===== src/common/ephy_defines.vh =====
// Constants for the Ethernet PHY status, LED and interrupt block.
// Assumes a 32-bit APB slave with byte addresses and one register per word.
`ifndef EPHY_DEFINES_VH
`define EPHY_DEFINES_VH

// Register byte addresses
`define EPHY_ADDR_W 8
`define EPHY_A_PHY_STATUS_TWO 8'h00
`define EPHY_A_PHY_LED_CONTROL 8'h04
`define EPHY_A_IRQ_ENABLE 8'h08
`define EPHY_A_IRQ_FLAGS 8'h0C
`define EPHY_A_PHY_IRQ_ENABLE 8'h10
`define EPHY_A_PHY_IRQ_REQUEST 8'h14
`define EPHY_A_GLOBAL_ENABLE 8'h18

// Reset values
`define EPHY_LED_CTRL_RST 16'h3422
`define EPHY_IRQ_EN_RST 8'h00

// Status register positions
`define EPHY_ST_TX 13
`define EPHY_ST_RX 12
`define EPHY_ST_COL 11
`define EPHY_ST_LINK 10

// LED control fields
`define EPHY_LED_A_HI 11
`define EPHY_LED_A_LO 8
`define EPHY_LED_B_HI 7
`define EPHY_LED_B_LO 4
`define EPHY_STR_HI 3
`define EPHY_STR_LO 2
`define EPHY_STR_EN 1

// Interrupt enable / flag positions
`define EPHY_IRQ_PKT 6
`define EPHY_IRQ_DMA 5
`define EPHY_IRQ_LINK 4
`define EPHY_IRQ_TX 3
`define EPHY_IRQ_TXER 1
`define EPHY_IRQ_RXER 0
`define EPHY_IRQ_EN_MASK 8'h7B
`define EPHY_IRQ_W1C_MASK 8'h2B
`define EPHY_IRQ_FLAG_MASK 8'h6B

// PHY-level interrupt register positions
`define EPHY_PIRQ_LINK 4
`define EPHY_PIRQ_GLOBAL 2
`define EPHY_PIRQ_GEN 1

// LED selector codes
`define EPHY_SEL_TX 4'h1
`define EPHY_SEL_RX 4'h2
`define EPHY_SEL_COL 4'h3
`define EPHY_SEL_LINK 4'h4
`define EPHY_SEL_DPX 4'h5
`define EPHY_SEL_TXRX 4'h7
`define EPHY_SEL_ON 4'h8
`define EPHY_SEL_OFF 4'h9
`define EPHY_SEL_FAST 4'hA
`define EPHY_SEL_SLOW 4'hB
`define EPHY_SEL_LINK_RX 4'hC
`define EPHY_SEL_LINK_TXRX 4'hD

// Stretch time codes
`define EPHY_STR_NORMAL 2'h0
`define EPHY_STR_MEDIUM 2'h1
`define EPHY_STR_LONG 2'h2
`define EPHY_STR_RSVD 2'h3

// Timing in module clock cycles
`define EPHY_CNT_W 24
`define EPHY_NORMAL_STRETCH_CYC 24'h0F_4240
`define EPHY_MEDIUM_STRETCH_CYC 24'h1E_8480
`define EPHY_LONG_STRETCH_CYC 24'h3D_0900
`define EPHY_FAST_BLINK_CYC 24'h1E_8480
`define EPHY_SLOW_BLINK_CYC 24'h7A_1200

`endif


===== src/verilog/ephy_status_led.v =====
// Ethernet PHY status register, two LED drivers and interrupt gathering.
// Assumes an APB3 master on ref_clk; PHY status pins are asynchronous,
// event pulses come from logic on ref_clk.
//
// Implementation choices: the register offsets and the APB slave port.
`timescale 1ns/1ps
`include "ephy_defines.vh"
`default_nettype none

module ephy_led_drv #(
  parameter CNT_W = `EPHY_CNT_W,
  parameter [CNT_W-1:0] NORMAL_CYC = `EPHY_NORMAL_STRETCH_CYC,
  parameter [CNT_W-1:0] MEDIUM_CYC = `EPHY_MEDIUM_STRETCH_CYC,
  parameter [CNT_W-1:0] LONG_CYC = `EPHY_LONG_STRETCH_CYC
) (
  // Clock and reset
  input wire ref_clk,
  input wire sys_rst,
  // Configuration
  input wire [3:0] selCode,
  input wire [1:0] stretchTimeSelect,
  input wire pulseStretchEnable,
  // Conditions
  input wire txAct,
  input wire rxAct,
  input wire colAct,
  input wire linkUp,
  input wire fullDuplex,
  input wire blinkFast,
  input wire blinkSlow,
  // Pin drive
  output reg ledOut_ff
);
  reg [CNT_W-1:0] stretchCnt_ff;
  reg [CNT_W-1:0] nxt_stretchCnt;
  reg [CNT_W-1:0] duration;
  reg actEvt;
  reg nxt_ledOut;
  wire strTimeOk;
  wire stretched;

  assign strTimeOk = (stretchTimeSelect != `EPHY_STR_RSVD);
  assign stretched = actEvt | (stretchCnt_ff != {CNT_W{1'b0}});

  always @* begin
    case (stretchTimeSelect)
      `EPHY_STR_NORMAL: duration = NORMAL_CYC;
      `EPHY_STR_MEDIUM: duration = MEDIUM_CYC;
      `EPHY_STR_LONG: duration = LONG_CYC;
      default: duration = {CNT_W{1'b0}};
    endcase
  end

  always @* begin
    case (selCode)
      `EPHY_SEL_TX: actEvt = txAct;
      `EPHY_SEL_RX: actEvt = rxAct;
      `EPHY_SEL_COL: actEvt = colAct;
      `EPHY_SEL_TXRX: actEvt = txAct | rxAct;
      `EPHY_SEL_LINK_RX: actEvt = rxAct;
      `EPHY_SEL_LINK_TXRX: actEvt = txAct | rxAct;
      default: actEvt = 1'b0;
    endcase
  end

  // Counter reloads while the event lasts and runs down afterwards
  always @* begin
    if (actEvt) begin
      nxt_stretchCnt = duration;
    end else if (stretchCnt_ff != {CNT_W{1'b0}}) begin
      nxt_stretchCnt = stretchCnt_ff - {{(CNT_W-1){1'b0}}, 1'b1};
    end else begin
      nxt_stretchCnt = stretchCnt_ff;
    end
  end

  always @* begin
    case (selCode)
      `EPHY_SEL_TX, `EPHY_SEL_RX, `EPHY_SEL_COL, `EPHY_SEL_TXRX: begin
        if (pulseStretchEnable) begin
          nxt_ledOut = strTimeOk & stretched;
        end else begin
          nxt_ledOut = actEvt;
        end
      end
      `EPHY_SEL_LINK: nxt_ledOut = linkUp;
      `EPHY_SEL_DPX: nxt_ledOut = fullDuplex;
      `EPHY_SEL_ON: nxt_ledOut = 1'b1;
      `EPHY_SEL_OFF: nxt_ledOut = 1'b0;
      `EPHY_SEL_FAST: nxt_ledOut = blinkFast;
      `EPHY_SEL_SLOW: nxt_ledOut = blinkSlow;
      // Lit with link, dark while stretched activity lasts
      `EPHY_SEL_LINK_RX, `EPHY_SEL_LINK_TXRX: nxt_ledOut = linkUp & ~(strTimeOk & stretched);
      default: nxt_ledOut = 1'b0;
    endcase
  end

  always @(posedge ref_clk) begin
    if (sys_rst) begin
      stretchCnt_ff <= {CNT_W{1'b0}};
      ledOut_ff <= 1'b0;
    end else begin
      stretchCnt_ff <= nxt_stretchCnt;
      ledOut_ff <= nxt_ledOut;
    end
  end
endmodule // ephy_led_drv

module ephy_status_led #(
  parameter CNT_W = `EPHY_CNT_W,
  parameter [CNT_W-1:0] NORMAL_STRETCH_CYC = `EPHY_NORMAL_STRETCH_CYC,
  parameter [CNT_W-1:0] MEDIUM_STRETCH_CYC = `EPHY_MEDIUM_STRETCH_CYC,
  parameter [CNT_W-1:0] LONG_STRETCH_CYC = `EPHY_LONG_STRETCH_CYC,
  parameter [CNT_W-1:0] FAST_BLINK_CYC = `EPHY_FAST_BLINK_CYC,
  parameter [CNT_W-1:0] SLOW_BLINK_CYC = `EPHY_SLOW_BLINK_CYC
) (
  // Clock and reset
  input wire ref_clk,
  input wire sys_rst,
  // APB slave
  input wire psel,
  input wire penable,
  input wire pwrite,
  input wire [`EPHY_ADDR_W-1:0] paddr,
  input wire [31:0] pwdata,
  output reg [31:0] prdata,
  output reg pready,
  output reg pslverr,
  // PHY status pins, asynchronous
  input wire phySending,
  input wire phyReceiving,
  input wire phyLinkUp,
  input wire phyFullDuplex,
  // Event sources on ref_clk
  input wire rxPacketPending,
  input wire copyDone,
  input wire sendDone,
  input wire sendError,
  input wire receiveError,
  // Outputs
  output wire ledOutFirst,
  output wire ledOutSecond,
  output reg masterModuleIrqFlag
);
  reg [3:0] pinSyncA_ff;
  reg [3:0] pinSyncB_ff;
  reg linkPrev_ff;
  reg [15:0] phyLedControl_ff;
  reg [7:0] ethIrqEnable_ff;
  reg [7:0] ethIrqFlags_ff;
  reg moduleIrqGlobalEnable_ff;
  reg phyLinkIrqEn_ff;
  reg phyGlobalIrqEn_ff;
  reg phyLinkChangeFlag_ff;
  reg phyGlobalFlag_ff;
  reg [CNT_W-1:0] fastCnt_ff;
  reg [CNT_W-1:0] slowCnt_ff;
  reg blinkFast_ff;
  reg blinkSlow_ff;
  reg [31:0] rdMux;
  reg rdHit;
  reg [7:0] nxt_flags;
  wire txAct;
  wire rxAct;
  wire linkUp;
  wire fullDuplex;
  wire colAct;
  wire linkChange;
  wire xferDone;
  wire wrDone;
  wire rdTake;
  wire [15:0] phyStatusTwo;
  wire [7:0] flagView;
  wire [CNT_W-1:0] cntOne;

  assign cntOne = {{(CNT_W-1){1'b0}}, 1'b1};

  // Two-stage synchronisers for the PHY pins
  always @(posedge ref_clk) begin
    if (sys_rst) begin
      pinSyncA_ff <= 4'h0;
      pinSyncB_ff <= 4'h0;
      linkPrev_ff <= 1'b0;
    end else begin
      pinSyncA_ff <= {phyFullDuplex, phyLinkUp, phyReceiving, phySending};
      pinSyncB_ff <= pinSyncA_ff;
      linkPrev_ff <= pinSyncB_ff[2];
    end
  end

  assign txAct = pinSyncB_ff[0];
  assign rxAct = pinSyncB_ff[1];
  assign linkUp = pinSyncB_ff[2];
  assign fullDuplex = pinSyncB_ff[3];
  assign colAct = txAct & rxAct & ~fullDuplex;
  assign linkChange = linkUp ^ linkPrev_ff;

  assign phyStatusTwo = {2'h0, txAct, rxAct, colAct, linkUp, 10'h000};

  // APB: completes in the first access cycle; pready is registered
  assign xferDone = psel & penable & pready;
  assign wrDone = xferDone & pwrite;
  // Read clears on the capture edge, so a change landing in between is not lost
  assign rdTake = psel & ~penable & ~pwrite;

  always @* begin
    rdHit = 1'b1;
    case (paddr)
      `EPHY_A_PHY_STATUS_TWO: rdMux = {16'h0000, phyStatusTwo};
      `EPHY_A_PHY_LED_CONTROL: rdMux = {16'h0000, phyLedControl_ff};
      `EPHY_A_IRQ_ENABLE: rdMux = {24'h00_0000, ethIrqEnable_ff};
      `EPHY_A_IRQ_FLAGS: rdMux = {24'h00_0000, flagView};
      `EPHY_A_PHY_IRQ_ENABLE: rdMux = {27'h000_0000, phyLinkIrqEn_ff, 2'h0, phyGlobalIrqEn_ff, 1'b0};
      `EPHY_A_PHY_IRQ_REQUEST: rdMux = {27'h000_0000, phyLinkChangeFlag_ff, 1'b0, phyGlobalFlag_ff, 2'h0};
      `EPHY_A_GLOBAL_ENABLE: rdMux = {31'h0000_0000, moduleIrqGlobalEnable_ff};
      default: begin
        rdMux = 32'h0000_0000;
        rdHit = 1'b0;
      end
    endcase
  end

  always @(posedge ref_clk) begin
    if (sys_rst) begin
      prdata <= 32'h0000_0000;
      pready <= 1'b0;
      pslverr <= 1'b0;
    end else if (psel & ~penable) begin
      prdata <= pwrite ? 32'h0000_0000 : rdMux;
      pready <= 1'b1;
      pslverr <= ~rdHit;
    end else begin
      prdata <= 32'h0000_0000;
      pready <= 1'b0;
      pslverr <= 1'b0;
    end
  end

  // Software-written configuration
  always @(posedge ref_clk) begin
    if (sys_rst) begin
      phyLedControl_ff <= `EPHY_LED_CTRL_RST;
      ethIrqEnable_ff <= `EPHY_IRQ_EN_RST;
      moduleIrqGlobalEnable_ff <= 1'b0;
      phyLinkIrqEn_ff <= 1'b0;
      phyGlobalIrqEn_ff <= 1'b0;
    end else if (wrDone) begin
      case (paddr)
        // LED control reserved bits kept as written; the enable registers store only their defined bits
        `EPHY_A_PHY_LED_CONTROL: phyLedControl_ff <= pwdata[15:0];
        `EPHY_A_IRQ_ENABLE: ethIrqEnable_ff <= pwdata[7:0] & `EPHY_IRQ_EN_MASK;
        `EPHY_A_GLOBAL_ENABLE: moduleIrqGlobalEnable_ff <= pwdata[0];
        `EPHY_A_PHY_IRQ_ENABLE: begin
          phyLinkIrqEn_ff <= pwdata[`EPHY_PIRQ_LINK];
          phyGlobalIrqEn_ff <= pwdata[`EPHY_PIRQ_GEN];
        end
        default: ethIrqEnable_ff <= ethIrqEnable_ff;
      endcase
    end
  end

  // PHY-level flags: set wins over the clear by a read
  always @(posedge ref_clk) begin
    if (sys_rst) begin
      phyLinkChangeFlag_ff <= 1'b0;
      phyGlobalFlag_ff <= 1'b0;
    end else begin
      if (linkChange) begin
        phyLinkChangeFlag_ff <= 1'b1;
      end else if (rdTake && paddr == `EPHY_A_PHY_IRQ_REQUEST) begin
        phyLinkChangeFlag_ff <= 1'b0;
      end
      if (linkChange & phyLinkIrqEn_ff & phyGlobalIrqEn_ff) begin
        phyGlobalFlag_ff <= 1'b1;
      end else if (rdTake && paddr == `EPHY_A_PHY_IRQ_REQUEST) begin
        phyGlobalFlag_ff <= 1'b0;
      end
    end
  end

  // Module flags set on events regardless of enables; write one clears all but the packet bit, which follows rxPacketPending
  always @* begin
    nxt_flags = ethIrqFlags_ff;
    if (wrDone && paddr == `EPHY_A_IRQ_FLAGS) begin
      nxt_flags = ethIrqFlags_ff & ~(pwdata[7:0] & `EPHY_IRQ_W1C_MASK);
    end
    nxt_flags[`EPHY_IRQ_PKT] = rxPacketPending;
    if (copyDone) begin
      nxt_flags[`EPHY_IRQ_DMA] = 1'b1;
    end
    if (sendDone) begin
      nxt_flags[`EPHY_IRQ_TX] = 1'b1;
    end
    if (sendError) begin
      nxt_flags[`EPHY_IRQ_TXER] = 1'b1;
    end
    if (receiveError) begin
      nxt_flags[`EPHY_IRQ_RXER] = 1'b1;
    end
    nxt_flags = nxt_flags & `EPHY_IRQ_FLAG_MASK; // Link bit comes from the PHY flag
  end

  always @(posedge ref_clk) begin
    if (sys_rst) begin
      ethIrqFlags_ff <= 8'h00;
    end else begin
      ethIrqFlags_ff <= nxt_flags;
    end
  end

  // Link change flag only rises through the enabled PHY global flag
  assign flagView = ethIrqFlags_ff | ({7'h00, phyGlobalFlag_ff} << `EPHY_IRQ_LINK);

  always @(posedge ref_clk) begin
    if (sys_rst) begin
      masterModuleIrqFlag <= 1'b0;
    end else begin
      masterModuleIrqFlag <= moduleIrqGlobalEnable_ff & (|(flagView & ethIrqEnable_ff));
    end
  end

  // Blink sources: half periods in clock cycles
  always @(posedge ref_clk) begin
    if (sys_rst) begin
      fastCnt_ff <= {CNT_W{1'b0}};
      slowCnt_ff <= {CNT_W{1'b0}};
      blinkFast_ff <= 1'b0;
      blinkSlow_ff <= 1'b0;
    end else begin
      if (fastCnt_ff >= FAST_BLINK_CYC - cntOne) begin
        fastCnt_ff <= {CNT_W{1'b0}};
        blinkFast_ff <= ~blinkFast_ff;
      end else begin
        fastCnt_ff <= fastCnt_ff + cntOne;
      end
      if (slowCnt_ff >= SLOW_BLINK_CYC - cntOne) begin
        slowCnt_ff <= {CNT_W{1'b0}};
        blinkSlow_ff <= ~blinkSlow_ff;
      end else begin
        slowCnt_ff <= slowCnt_ff + cntOne;
      end
    end
  end

  ephy_led_drv #(
    .CNT_W(CNT_W),
    .NORMAL_CYC(NORMAL_STRETCH_CYC),
    .MEDIUM_CYC(MEDIUM_STRETCH_CYC),
    .LONG_CYC(LONG_STRETCH_CYC)
  ) uLedFirst (
    .ref_clk(ref_clk), .sys_rst(sys_rst),
    .selCode(phyLedControl_ff[`EPHY_LED_A_HI:`EPHY_LED_A_LO]),
    .stretchTimeSelect(phyLedControl_ff[`EPHY_STR_HI:`EPHY_STR_LO]),
    .pulseStretchEnable(phyLedControl_ff[`EPHY_STR_EN]),
    .txAct(txAct), .rxAct(rxAct), .colAct(colAct), .linkUp(linkUp), .fullDuplex(fullDuplex),
    .blinkFast(blinkFast_ff), .blinkSlow(blinkSlow_ff), .ledOut_ff(ledOutFirst)
  );

  ephy_led_drv #(
    .CNT_W(CNT_W),
    .NORMAL_CYC(NORMAL_STRETCH_CYC),
    .MEDIUM_CYC(MEDIUM_STRETCH_CYC),
    .LONG_CYC(LONG_STRETCH_CYC)
  ) uLedSecond (
    .ref_clk(ref_clk), .sys_rst(sys_rst),
    .selCode(phyLedControl_ff[`EPHY_LED_B_HI:`EPHY_LED_B_LO]),
    .stretchTimeSelect(phyLedControl_ff[`EPHY_STR_HI:`EPHY_STR_LO]),
    .pulseStretchEnable(phyLedControl_ff[`EPHY_STR_EN]),
    .txAct(txAct), .rxAct(rxAct), .colAct(colAct), .linkUp(linkUp), .fullDuplex(fullDuplex),
    .blinkFast(blinkFast_ff), .blinkSlow(blinkSlow_ff), .ledOut_ff(ledOutSecond)
  );
endmodule // ephy_status_led

`default_nettype wire


===== config.mk =====
export PLATFORM = sky130hd
export DESIGN_NAME = ephy_status_led
export DESIGN_NICKNAME = d
export VERILOG_FILES = /design/src/verilog/ephy_status_led.v
export VERILOG_INCLUDE_DIRS = /design/src /design/src/common
export SDC_FILE = /design/constraint.sdc
export NUM_CORES = 1
export LEC_CHECK = 0
export BUFFER_PORTS_ARGS = -buffer_cell sky130_fd_sc_hd__buf_2
export CAP_MARGIN = 20
export CORE_ASPECT_RATIO = 1.2
export CORE_MARGIN = 2
export CORE_UTILIZATION = 45
export DETAILED_ROUTE_END_ITERATION = 12
export HOLD_SLACK_MARGIN = 0.12
export SETUP_SLACK_MARGIN = 0.15
export SYNTH_ARGS = -nofsm -noshare
export SYNTH_HDL_FRONTEND = slang
export SYNTH_SLANG_ARGS = --single-unit

===== constraint.sdc =====
create_clock -name ref_clk -period 2.8 [get_ports ref_clk]
set_input_delay 0.56 -clock ref_clk [delete_from_list [all_inputs] [get_ports ref_clk]]
set_output_delay 0.56 -clock ref_clk [all_outputs]
set_load 0.02 [all_outputs]

Word-level counts from Yosys, hierarchy flattened
Index checks and enable logic that the tools add are counted.
{ "totals": {"regBits": 176, "latchBits": 0, "ram_bits": 0, "romBits": 0, "input_bits": 54, "out_inout_bits": 37, "elab_cells": 149, "n_memories": 0} }
{ "op_classes": {"add_sub_neg": 4, "mul": 0, "n_div": 0, "order_cmp": 2, "eq_ne": 31, "shift": 0, "mux": 22, "bitwise_logic": 31, "reduce_logical": 32} }
{ "ops": {"columns": ["op", "n"], "rows": [
  ["16-bit case mux with 7 select lines", 1],
  ["24-bit 2-to-1 mux", 4],
  ["22-bit case mux with 3 select lines", 1],
  ["24-bit by 1-bit adder with 24-bit output (second input constant)", 2],
  ["24-bit nonzero test", 2],
  ["24-bit by 1-bit subtractor with 24-bit output (second input constant)", 2],
  ["4-bit == test (second input constant)", 10],
  ["4-bit by 3-bit == test with 1-bit output (second input constant)", 6],
  ["8-bit by 5-bit == test with 1-bit output (second input constant)", 3],
  ["24-bit by 21-bit >= comparator with 1-bit output (second input constant)", 1],
  ["24-bit by 23-bit >= comparator with 1-bit output (second input constant)", 1],
  ["2-bit OR reduction", 9],
  ["4-bit by 2-bit == test with 1-bit output (second input constant)", 4],
  ["8-bit by 4-bit == test with 1-bit output (second input constant)", 2],
  ["2-bit nonzero test", 8],
  ["1-bit AND", 14],
  ["1-bit case mux with 7 select lines", 2],
  ["1-bit 2-to-1 mux", 11],
  ["1-bit NOT", 9],
  ["8-bit by 7-bit AND with 8-bit output", 1],
  ["4-bit by 1-bit == test with 1-bit output (second input constant)", 2],
  ["8-bit by 3-bit == test with 1-bit output (second input constant)", 1],
  ["8-bit logical NOT", 1],
  ["1-bit case mux with 4 select lines", 2],
  ["other kinds (16)", 23]
]} }

Longest topological paths before layout
Gate-level depths: netlist (run 1).
{ "logic_depth": {"word_depth": 8, "mapped_depth": 9} }

Hierarchy
Synthesis (run 1) repeated with hierarchy kept, for this count alone.
{ "unflattened": {"cells_unflattened": 905, "area_unflattened_um2": 7870.0} }
{ "modules_own_cells": {"columns": ["module", "n_inst", "cells_each", "area_each_um2", "seq_area_each_um2"], "rows": [
  ["ephy_status_led", 1, 503, 4474.3, 2202.1],
  ["ephy_led_drv", 2, 201, 1697.9, 500.5]
]} }

Least setup slack after synthesis (run 1)
No wires, ideal clock.
{ "synth_path": {"path_kind": "input -> register", "startpoint": "input port paddr[5]", "endpoint": "register phyLedControl_ff[11]", "arrival_ns": 2.139, "t_required_ns": 2.730, "setup_slack_ns": 0.591, "path_stages": 8, "path_buffers": 3, "path_cell_list": "or4_1 nor2b_1 clkbuf_1 and2_1 buf_2 buf_2 nand2_1 a21oi_1"} }
{ "synth_between": {"elab_chain_len": 2} }
{ "synth_rtl": {"columns": ["item", "line_no", "rtl"], "rows": [
  ["start: declaration", "ephy_status_led.v:124", "input wire [`EPHY_ADDR_W-1:0] paddr,"],
  ["8-bit by 3-bit == test with 1-bit output", "ephy_status_led.v:248", "case (paddr)"],
  ["2-bit AND reduction (no source line)", null, null],
  ["end signal: assignment", "ephy_status_led.v:242", "phyLedControl_ff <= `EPHY_LED_CTRL_RST;"],
  ["end signal: assignment", "ephy_status_led.v:250", "`EPHY_A_PHY_LED_CONTROL: phyLedControl_ff <= pwdata[15:0];"],
  ["end: declaration", "ephy_status_led.v:148", "reg [15:0] phyLedControl_ff;"]
]} }
No other way between the ends.
A chain may end at the register's enable or synchronous reset.

Worst setup path in the final report (run 1)
{ "layout_path": {"startpoint": "register uLedFirst.stretchCnt_ff[9]", "endpoint": "register uLedFirst.stretchCnt_ff[23]"} }
{ "layout_between": {"elab_chain_len": 3, "elab_cells_between_ends": 5, "classes_between": "1 x add/sub; 2 x mux; 2 x reduce/logical"} }
{ "layout_rtl": {"columns": ["item", "line_no", "rtl"], "rows": [
  ["start: declaration", "ephy_status_led.v:34", "reg [CNT_W-1:0] stretchCnt_ff;"],
  ["start signal: assignment", "ephy_status_led.v:100", "stretchCnt_ff <= {CNT_W{1'b0}};"],
  ["start signal: assignment", "ephy_status_led.v:103", "stretchCnt_ff <= nxt_stretchCnt;"],
  ["24-bit by 1-bit subtractor with 24-bit output", "ephy_status_led.v:71", "nxt_stretchCnt = stretchCnt_ff - {{(CNT_W-1){1'b0}}, 1'b1};"],
  ["24-bit 2-to-1 mux", "ephy_status_led.v:70", "end else if (stretchCnt_ff != {CNT_W{1'b0}}) begin"],
  ["24-bit 2-to-1 mux", "ephy_status_led.v:68", "if (actEvt) begin"]
]} }
Several ways; a longest one is shown, not always the timed one. The select of a mux whose other input is x is not followed.

==> summary.md, run 1 <==
| Metric | Value |
|---|---|
| Nets | 1005 |
| Commonest non-fill, non-tap cells in the layout | dfxtp_1, nor2_1, nand2_1 |
| Max-Cap Viols | 0 |
| PnR Total Power | 7.87 mW |
| Tmin final | 2.45 ns |
| Final ANT Viol Nets | 0 |
| Vias/cell | 5.45 |
| Gp weighted congestion | 0.805 |
| Final setup vio count | 0 |
| Arrival time of the worst setup path | 2.81 ns |
| EDFF count, synth | 0 |
| Top cell by count, worst path | or4_1 |
| Placed Cells | 1133 |
| Max Fclk | 408 MHz |
| Wire length per cell | 14.9 um |
| All-layer global routing usage | 0.204 |
| CP Max Fanout | 7 |
| Ys flop type | dfxtp_1 |
| Slowest cell on crit path | or4_1 |
| CTS tree | yes |
| Final Max Slew Viols | 0 |
| Layout area overhead | 13.7% |
| Die area | 17700 um^2 |
| Worst vdd ir | 0.000453 V |
| CP Buf/Inv Count | 0 |
| Die span in y | 146 um |
| Place WS | 0.381 ns |
| Synth Cell Area | 7510 um^2 |
| Drt total wl | 17300 um |
| LEAKAGE | 3.13 nW |
| RSZ-0062 raised after global routing | no |
| Largest net degree at the start of global routing | 37 |
| CORE AREA | 16300 um^2 |
| Num CTS Buffers | 17 |
| Drt first pass iters | 5 |
| Finished Layout Cells | 1165 |
| Cts repair resizes | 0 |
| Startpoint types | register |
| Grt ovf | 0 |
| Sum of negative setup slack | 0 ns |
| CP Cell Sequence | or4_1 -> nor3_2 -> o311ai_1 -> or4_1 -> a21oi_1 |
| Outcome | finished clean |
| Worst min path class | in -> reg |
| CP top delay family | simple AND/OR/NAND/NOR gates |
| CTS sink cnt | 160 |
| Hold buffer count at cts | 0 |
| Final hold vios | 0 |
| DP HPWL | 12100 um |
| Share of flip-flops with an asynchronous set or reset | 0 |
| Avg Cell Area, Syn | 8.48 um^2 |
| Initial DRC count | 306 |
| Worst-Margin Slew | 0.735 ns |
| Vias in the first global route | 5988 |
| Worst Setup Slack, final | 0.352 ns |
| Clock-pin slew on the worst setup and hold paths | 0.07 ns |
| Cell Pwr Density | 922 nW/um^2 |
| Number of port buffers | 58 |
| Clk_skew | 0.00795 ns |
| Critical path type | reg -> reg |
| Req. time, crit path | 3.16 ns |
| Global-route wire length before repair | 29300 um |
| N_diodes | 0 |
| Filler Cell Count | 1623 |
| CTS Buffer Depth | 2 |
| Post-synthesis cell count | 886 |
| CP endpoint kind | register |
| Hold slack | 0.339 ns |
| Routed vias | 6346 |
| Placed inst area | 7980 um^2 |
| Max incr delay on CP | 0.64 ns |
| Die W | 122 um |
| Initial antenna violation count | 0 |
| Fin util | 0.525 |
| Post-synth cell types | 66 |
| Layout cells sized above 1 | 0.131 |
| Drt drc | 0 |
| Clk_lat worst skew | 0.43 ns |
| #FFs+latches synth | 160 |
| Cell Rows | 51 |
| Warnings, synthesis | 0 |
| Commonest non-fill, non-tap cell in the layout | dfxtp_1 |
| Initial core utilization | 0.462 |
| H-Tree Depth | 4 |
| Post-route cell area | 8540 um^2 |
| Root buf cell | clkbuf_16 |
| Part of the cycle the worst path needs | 0.874 |
| I/O pins | 91 |
| # Post-CTS Setup Buffers | 0 |
| Post-synthesis sequential area ratio | 0.426 |
| Slew HR | 0.510 |
==> synthesized netlist by cell type (19+ instances only) <==
library cell    n  area share
nor2_1         83       0.041
nand2_1        83       0.041
or3_1          20       0.017
o21ai_0        26       0.017
nand3_1        48       0.032
xor2_1         21       0.024
clkbuf_1       36       0.018
a21oi_1        77       0.051
xnor2_1        47       0.055
inv_1          19      0.0095
nor3_1         26       0.017
dfxtp_1       160        0.43
==> metal layers <==
layer	wire [um]	part of all wire	GRT usage	up-vias
li1	-	-	-	3244
met1	7780	0.45	0.259	2988
met2	8800	0.51	0.345	91
met3	494	0.029	0.0357	23
met4	232	0.013	0.0730	0
met5	0	0	0	-
==> state kept, by name, summed over array words and instances (netlist names), 4 cells and up <==
name / count
ethIrqEnable_ff: 6
ethIrqFlags_ff: 5
fastCnt_ff: 24
phyLedControl_ff: 16
pinSyncA_ff: 4
pinSyncB_ff: 4
prdata: 16
slowCnt_ff: 24
uLedFirst.stretchCnt_ff: 24
uLedSecond.stretchCnt_ff: 24
==> tightest hold or removal path: cells and delay by family <==
family                 cells  cell delay, ns
buffers and inverters      1            0.07
AOI/OAI and AO/OA          1            0.03
and+or+nand+nor            1            0.07
==> path summary, 6_finish.rpt <==
kind	from	endpoint	slack (ns)	depth (start not counted)
max reg2reg	uLedFirst.stretchCnt_ff[9]	uLedFirst.stretchCnt_ff[23]	0.35	5
max	uLedFirst.stretchCnt_ff[9]	uLedFirst.stretchCnt_ff[23]	0.35	5
min	receiveError	ethIrqFlags_ff[0]	0.34	3
min reg2reg	pinSyncA_ff[1]	pinSyncB_ff[1]	0.44	1
==> report_power, final <==
| part | leakage, nW | total, mW | internal (mW) | switching, mW |
|---|---|---|---|---|
| Combinational | 1.56 | 2.69 | 1.16 | 1.53 |
| Sequential | 1.30 | 2.95 | 2.61 | 0.342 |
| Clock | 0.263 | 2.22 | 1.24 | 0.983 |
==> cells by family after synthesis <==
| group | Yosys count | synth area share |
|---|---|---|
| buf+inv | 81 | 0.0508 |
| flops | 160 | 0.426 |
| xor+xnor | 68 | 0.0793 |
| fa+ha+maj | 11 | 0.0183 |
| compound gates | 181 | 0.151 |
| mux | 5 | 0.00666 |
| simple gates | 379 | 0.267 |
| other cells | 1 | 0.000499 |
==> area by class of cell <==
type                    count  area, um^2  area share
multi-input cells         664        4000       0.468
flip-flops and latches    160        3200       0.375
repair buffers             78         440      0.0516
clock buffers              19         433      0.0507
well taps                 212         265      0.0310
clock inverters            13         133      0.0155
inverters                  19        71.3     0.00835
Note: power is estimated with default switching activity, not from simulation.
==> inputs of run 2 (changes only) <==
--- a/config.mk
+++ b/config.mk
@@ -13,7 +13,8 @@
 export CORE_UTILIZATION = 45
 export DETAILED_ROUTE_END_ITERATION = 12
 export HOLD_SLACK_MARGIN = 0.12
-export SETUP_SLACK_MARGIN = 0.15
+export SETUP_SLACK_MARGIN = 0.02
 export SYNTH_ARGS = -nofsm -noshare
 export SYNTH_HDL_FRONTEND = slang
+export SYNTH_HIERARCHICAL = 1
 export SYNTH_SLANG_ARGS = --single-unit
==> summary.md, run 2 <==
| Metric | Value |
|---|---|
| Initial DRC count | 325 (+6.2%) |
| Drt total wl | 17200 um (-0.88%) |
| Number of port buffers | 58 (unchanged) |
| Root buf cell | clkbuf_16 |
| Worst-Margin Slew | 0.840 ns (+0.105 ns) |
| # Post-CTS Setup Buffers | 0 (unchanged) |
| All-layer global routing usage | 0.191 (-0.0128) |
| N_diodes | 0 (unchanged) |
| Ys flop type | dfxtp_1 |
| Avg Cell Area, Syn | 8.70 um^2 (+2.6%) |
| Cell with the most instances after synthesis | dfxtp_1 |
| Max-Cap Viols | 0 (unchanged) |
| Clk_lat worst skew | 0.42 ns (about the same) |
| Initial core utilization | 0.463 (+0.00186) |
| Worst Setup Slack, final | 0.394 ns (+0.0425 ns) |
| Min-Delay Path Depth | 3 (unchanged) |
| Wire length per cell | 14.4 um (-3.0%) |
| Final Max Slew Viols | 0 (unchanged) |
| I/O pins | 91 (unchanged) |
| Drt drc | 0 (unchanged) |
| Layout cells sized above 1 | 0.132 (+0.00114) |
| CP endpoint kind | register |
| Initial antenna violation count | 0 (unchanged) |
| EDFF count, synth | 0 (unchanged) |
| Final hold vios | 0 (unchanged) |
| Die W | 125 um (+2.3%) |
| CTS sink cnt | 160 (unchanged) |
| Grt ovf | 0 (unchanged) |
| Warnings, synthesis | 6 (+6) |
| CORE AREA | 17000 um^2 (+4.4%) |
| Share of flip-flops with an asynchronous set or reset | 0 (unchanged) |
| Routed vias | 6425 (+1.2%) |
| Post-synthesis sequential area ratio | 0.407 (-0.0195) |
| Arrival time of the worst setup path | 2.74 ns (-0.07 ns) |
| Post-synth cell types | 68 (+3.0%) |
| Part of the cycle the worst path needs | 0.859 (-0.0152) |
| Commonest non-fill, non-tap cell in the layout | dfxtp_1 |
| Vias in the first global route | 6121 (+2.2%) |
| Commonest non-fill, non-tap cells in the layout | dfxtp_1, nor2_1, nand2_1, buf_2, nand3_1 |
| Reg-to-Reg End | uLedSecond/stretchCnt_ff[1] |
| Hold Crit Start | sendDone |
| Critical path type | reg -> reg |
| Nets | 1034 (+2.9%) |
| Filler Cell Count | 1665 (+2.6%) |
| Hold buffer count at cts | 0 (unchanged) |
| CTS Buffer Depth | 2 (unchanged) |
| Num CTS Buffers | 17 (unchanged) |
| Post-synthesis cell count | 905 (+2.1%) |
| Worst min path class | in -> reg |
| Cell Rows | 52 (+2.0%) |
| Clock-pin slew on the worst setup and hold paths | 0.06 ns (about the same) |
| Req. time, crit path | 3.14 ns (-0.02 ns) |
| Die span in y | 149 um (+2.3%) |
| Tmin final | 2.41 ns (-0.0425 ns) |
| RR Startpoint | phyLedControl_ff[4] |
| DP HPWL | 11900 um (-1.7%) |
| Die area | 18600 um^2 (+4.6%) |
| H-Tree Depth | 4 (unchanged) |
| Global-route wire length before repair | 29400 um (+0.14%) |
| Post-synth top area share | 0.407 (-0.0195) |
| PnR Total Power | 7.73 mW (-1.8%) |
| Final ANT Viol Nets | 0 (unchanged) |
| Max Fclk | 416 MHz (+1.8%) |
| Clk_skew | 0.00735 ns (-0.000591 ns) |
| Top cells by count, synth | dfxtp_1, nor2_1, nand2_1 |
| Vias/cell | 5.39 (-0.97%) |
| CP Max Fanout | 14 (+7) |
| Reg2Reg Depth | 5 (unchanged) |
| Largest net degree at the start of global routing | 74 (+100%) |
| Worst vdd ir | 0.000536 V (+18%) |
| Drt first pass iters | 5 (unchanged) |
| RSZ-0062 raised after global routing | no |
| Slew HR | 0.432 (-0.0782) |
| #FFs+latches synth | 160 (unchanged) |
| Place WS | 0.364 ns (-0.0171 ns) |
| R2r setup slk | 0.39 ns (+0.04 ns) |
| CTS tree | yes |
| Startpoint types | register |
| Final setup vio count | 0 (unchanged) |
| Gp weighted congestion | 0.847 (+5.3%) |
| Synth Cell Area | 7870 um^2 (+4.8%) |
| Synth area leaders | dfxtp_1, nor2_1, xnor2_1, xor2_1, nand3_1 |
| Outcome | finished clean |
| LEAKAGE | 3.23 nW (+3.2%) |
| Sum of negative setup slack | 0 ns (unchanged) |
| Cell taking the most area after synthesis | dfxtp_1 |
| Cts repair resizes | 0 (unchanged) |
| Layout area overhead | 13.0% |
| Hold endpoint | ethIrqFlags_ff[3] |
| Cell Pwr Density | 869 nW/um^2 (-5.7%) |
## run 2: cell types whose count changed in the layout (fill, tap and decap cells not counted), sizes merged, moves of 9 or more
cell,delta
nand2b,+11
nand2,-23
nor2,+40
o21ai,-10
a21oi,-29
or3,-10
nor3,+11
xor2,+9
xnor2,-12
## run 2: area by class of cell
type | instances | area [um^2] | share of cell area
inverter | 21 | 78.8 | 0.00886
multi-input combinational | 691 | 4350 | 0.489
clock buffer | 19 | 433 | 0.0487
clock inverter | 13 | 161 | 0.0181
tap | 216 | 270 | 0.0304
timing repair buffer | 71 | 400 | 0.0450
sequential | 160 | 3200 | 0.360
## run 2: logic make-up after synthesis
| logic type | count (synthesis) | share of synthesized area |
|---|---|---|
| buffers and inverters | 73 | 0.0498 |
| DFF | 160 | 0.407 |
| other | 1 | 0.000476 |
| AOI/OAI and AO/OA | 147 | 0.127 |
| xor gates and xnor gates | 65 | 0.0723 |
| adders and majority gates | 18 | 0.0286 |
| and+or+nand+nor | 426 | 0.295 |
| muxes | 15 | 0.0194 |
## run 2: per-layer routing
layer | wire, um | vias up | GRT usage
li1 | - | 3306 | -
met1 | 8210 | 3002 | 0.252
met2 | 8100 | 98 | 0.312
met3 | 592 | 19 | 0.0420
met4 | 242 | 0 | 0.0646
met5 | 0 | - | 0
## run 2: per-stage QoR
step | cells | utilization | cell area [um^2] | hold WS (ns)
after CTS | 1191 | 0.524 | 8890 | 0.323
final | 1191 | 0.524 | 8890 | 0.337
after floorplan | 924 | - | 7940 | 0.413
after detailed placement | 1159 | 0.489 | 8300 | 0.426
after global placement | 1159 | 0.489 | 8300 | 0.422
after global routing | 1191 | 0.524 | 8890 | 0.335
## run 2: worst max path at each step
stage,from,endpoint,slack [ns],cells after the start
after CTS,phyLedControl_ff[4],uLedSecond/stretchCnt_ff[1],0.40,5
after global routing,phyLedControl_ff[4],uLedSecond/stretchCnt_ff[1],0.06,5
after global placement,paddr[4],ethIrqFlags_ff[1],0.36,6
after detailed placement,paddr[4],ethIrqFlags_ff[1],0.36,6
final,phyLedControl_ff[4],uLedSecond/stretchCnt_ff[1],0.39,5
after floorplan,paddr[5],ethIrqEnable_ff[5],0.84,5
## run 2: power breakdown
| group | switching (mW) | internal [mW] | leakage, nW | total [mW] |
|---|---|---|---|---|
| clock network | 0.951 | 1.41 | 0.280 | 2.36 |
| registers | 0.315 | 2.56 | 1.30 | 2.87 |
| logic | 1.47 | 1.03 | 1.65 | 2.50 |
## run 2: critical path, stage by stage (launching register included)
cell and delay [ns]:
dfxtp_1 0.56, xor2_1 0.19, o22a_1 0.16, nor2b_1 0.68, nand2b_1 0.43, a211oi_1 0.31
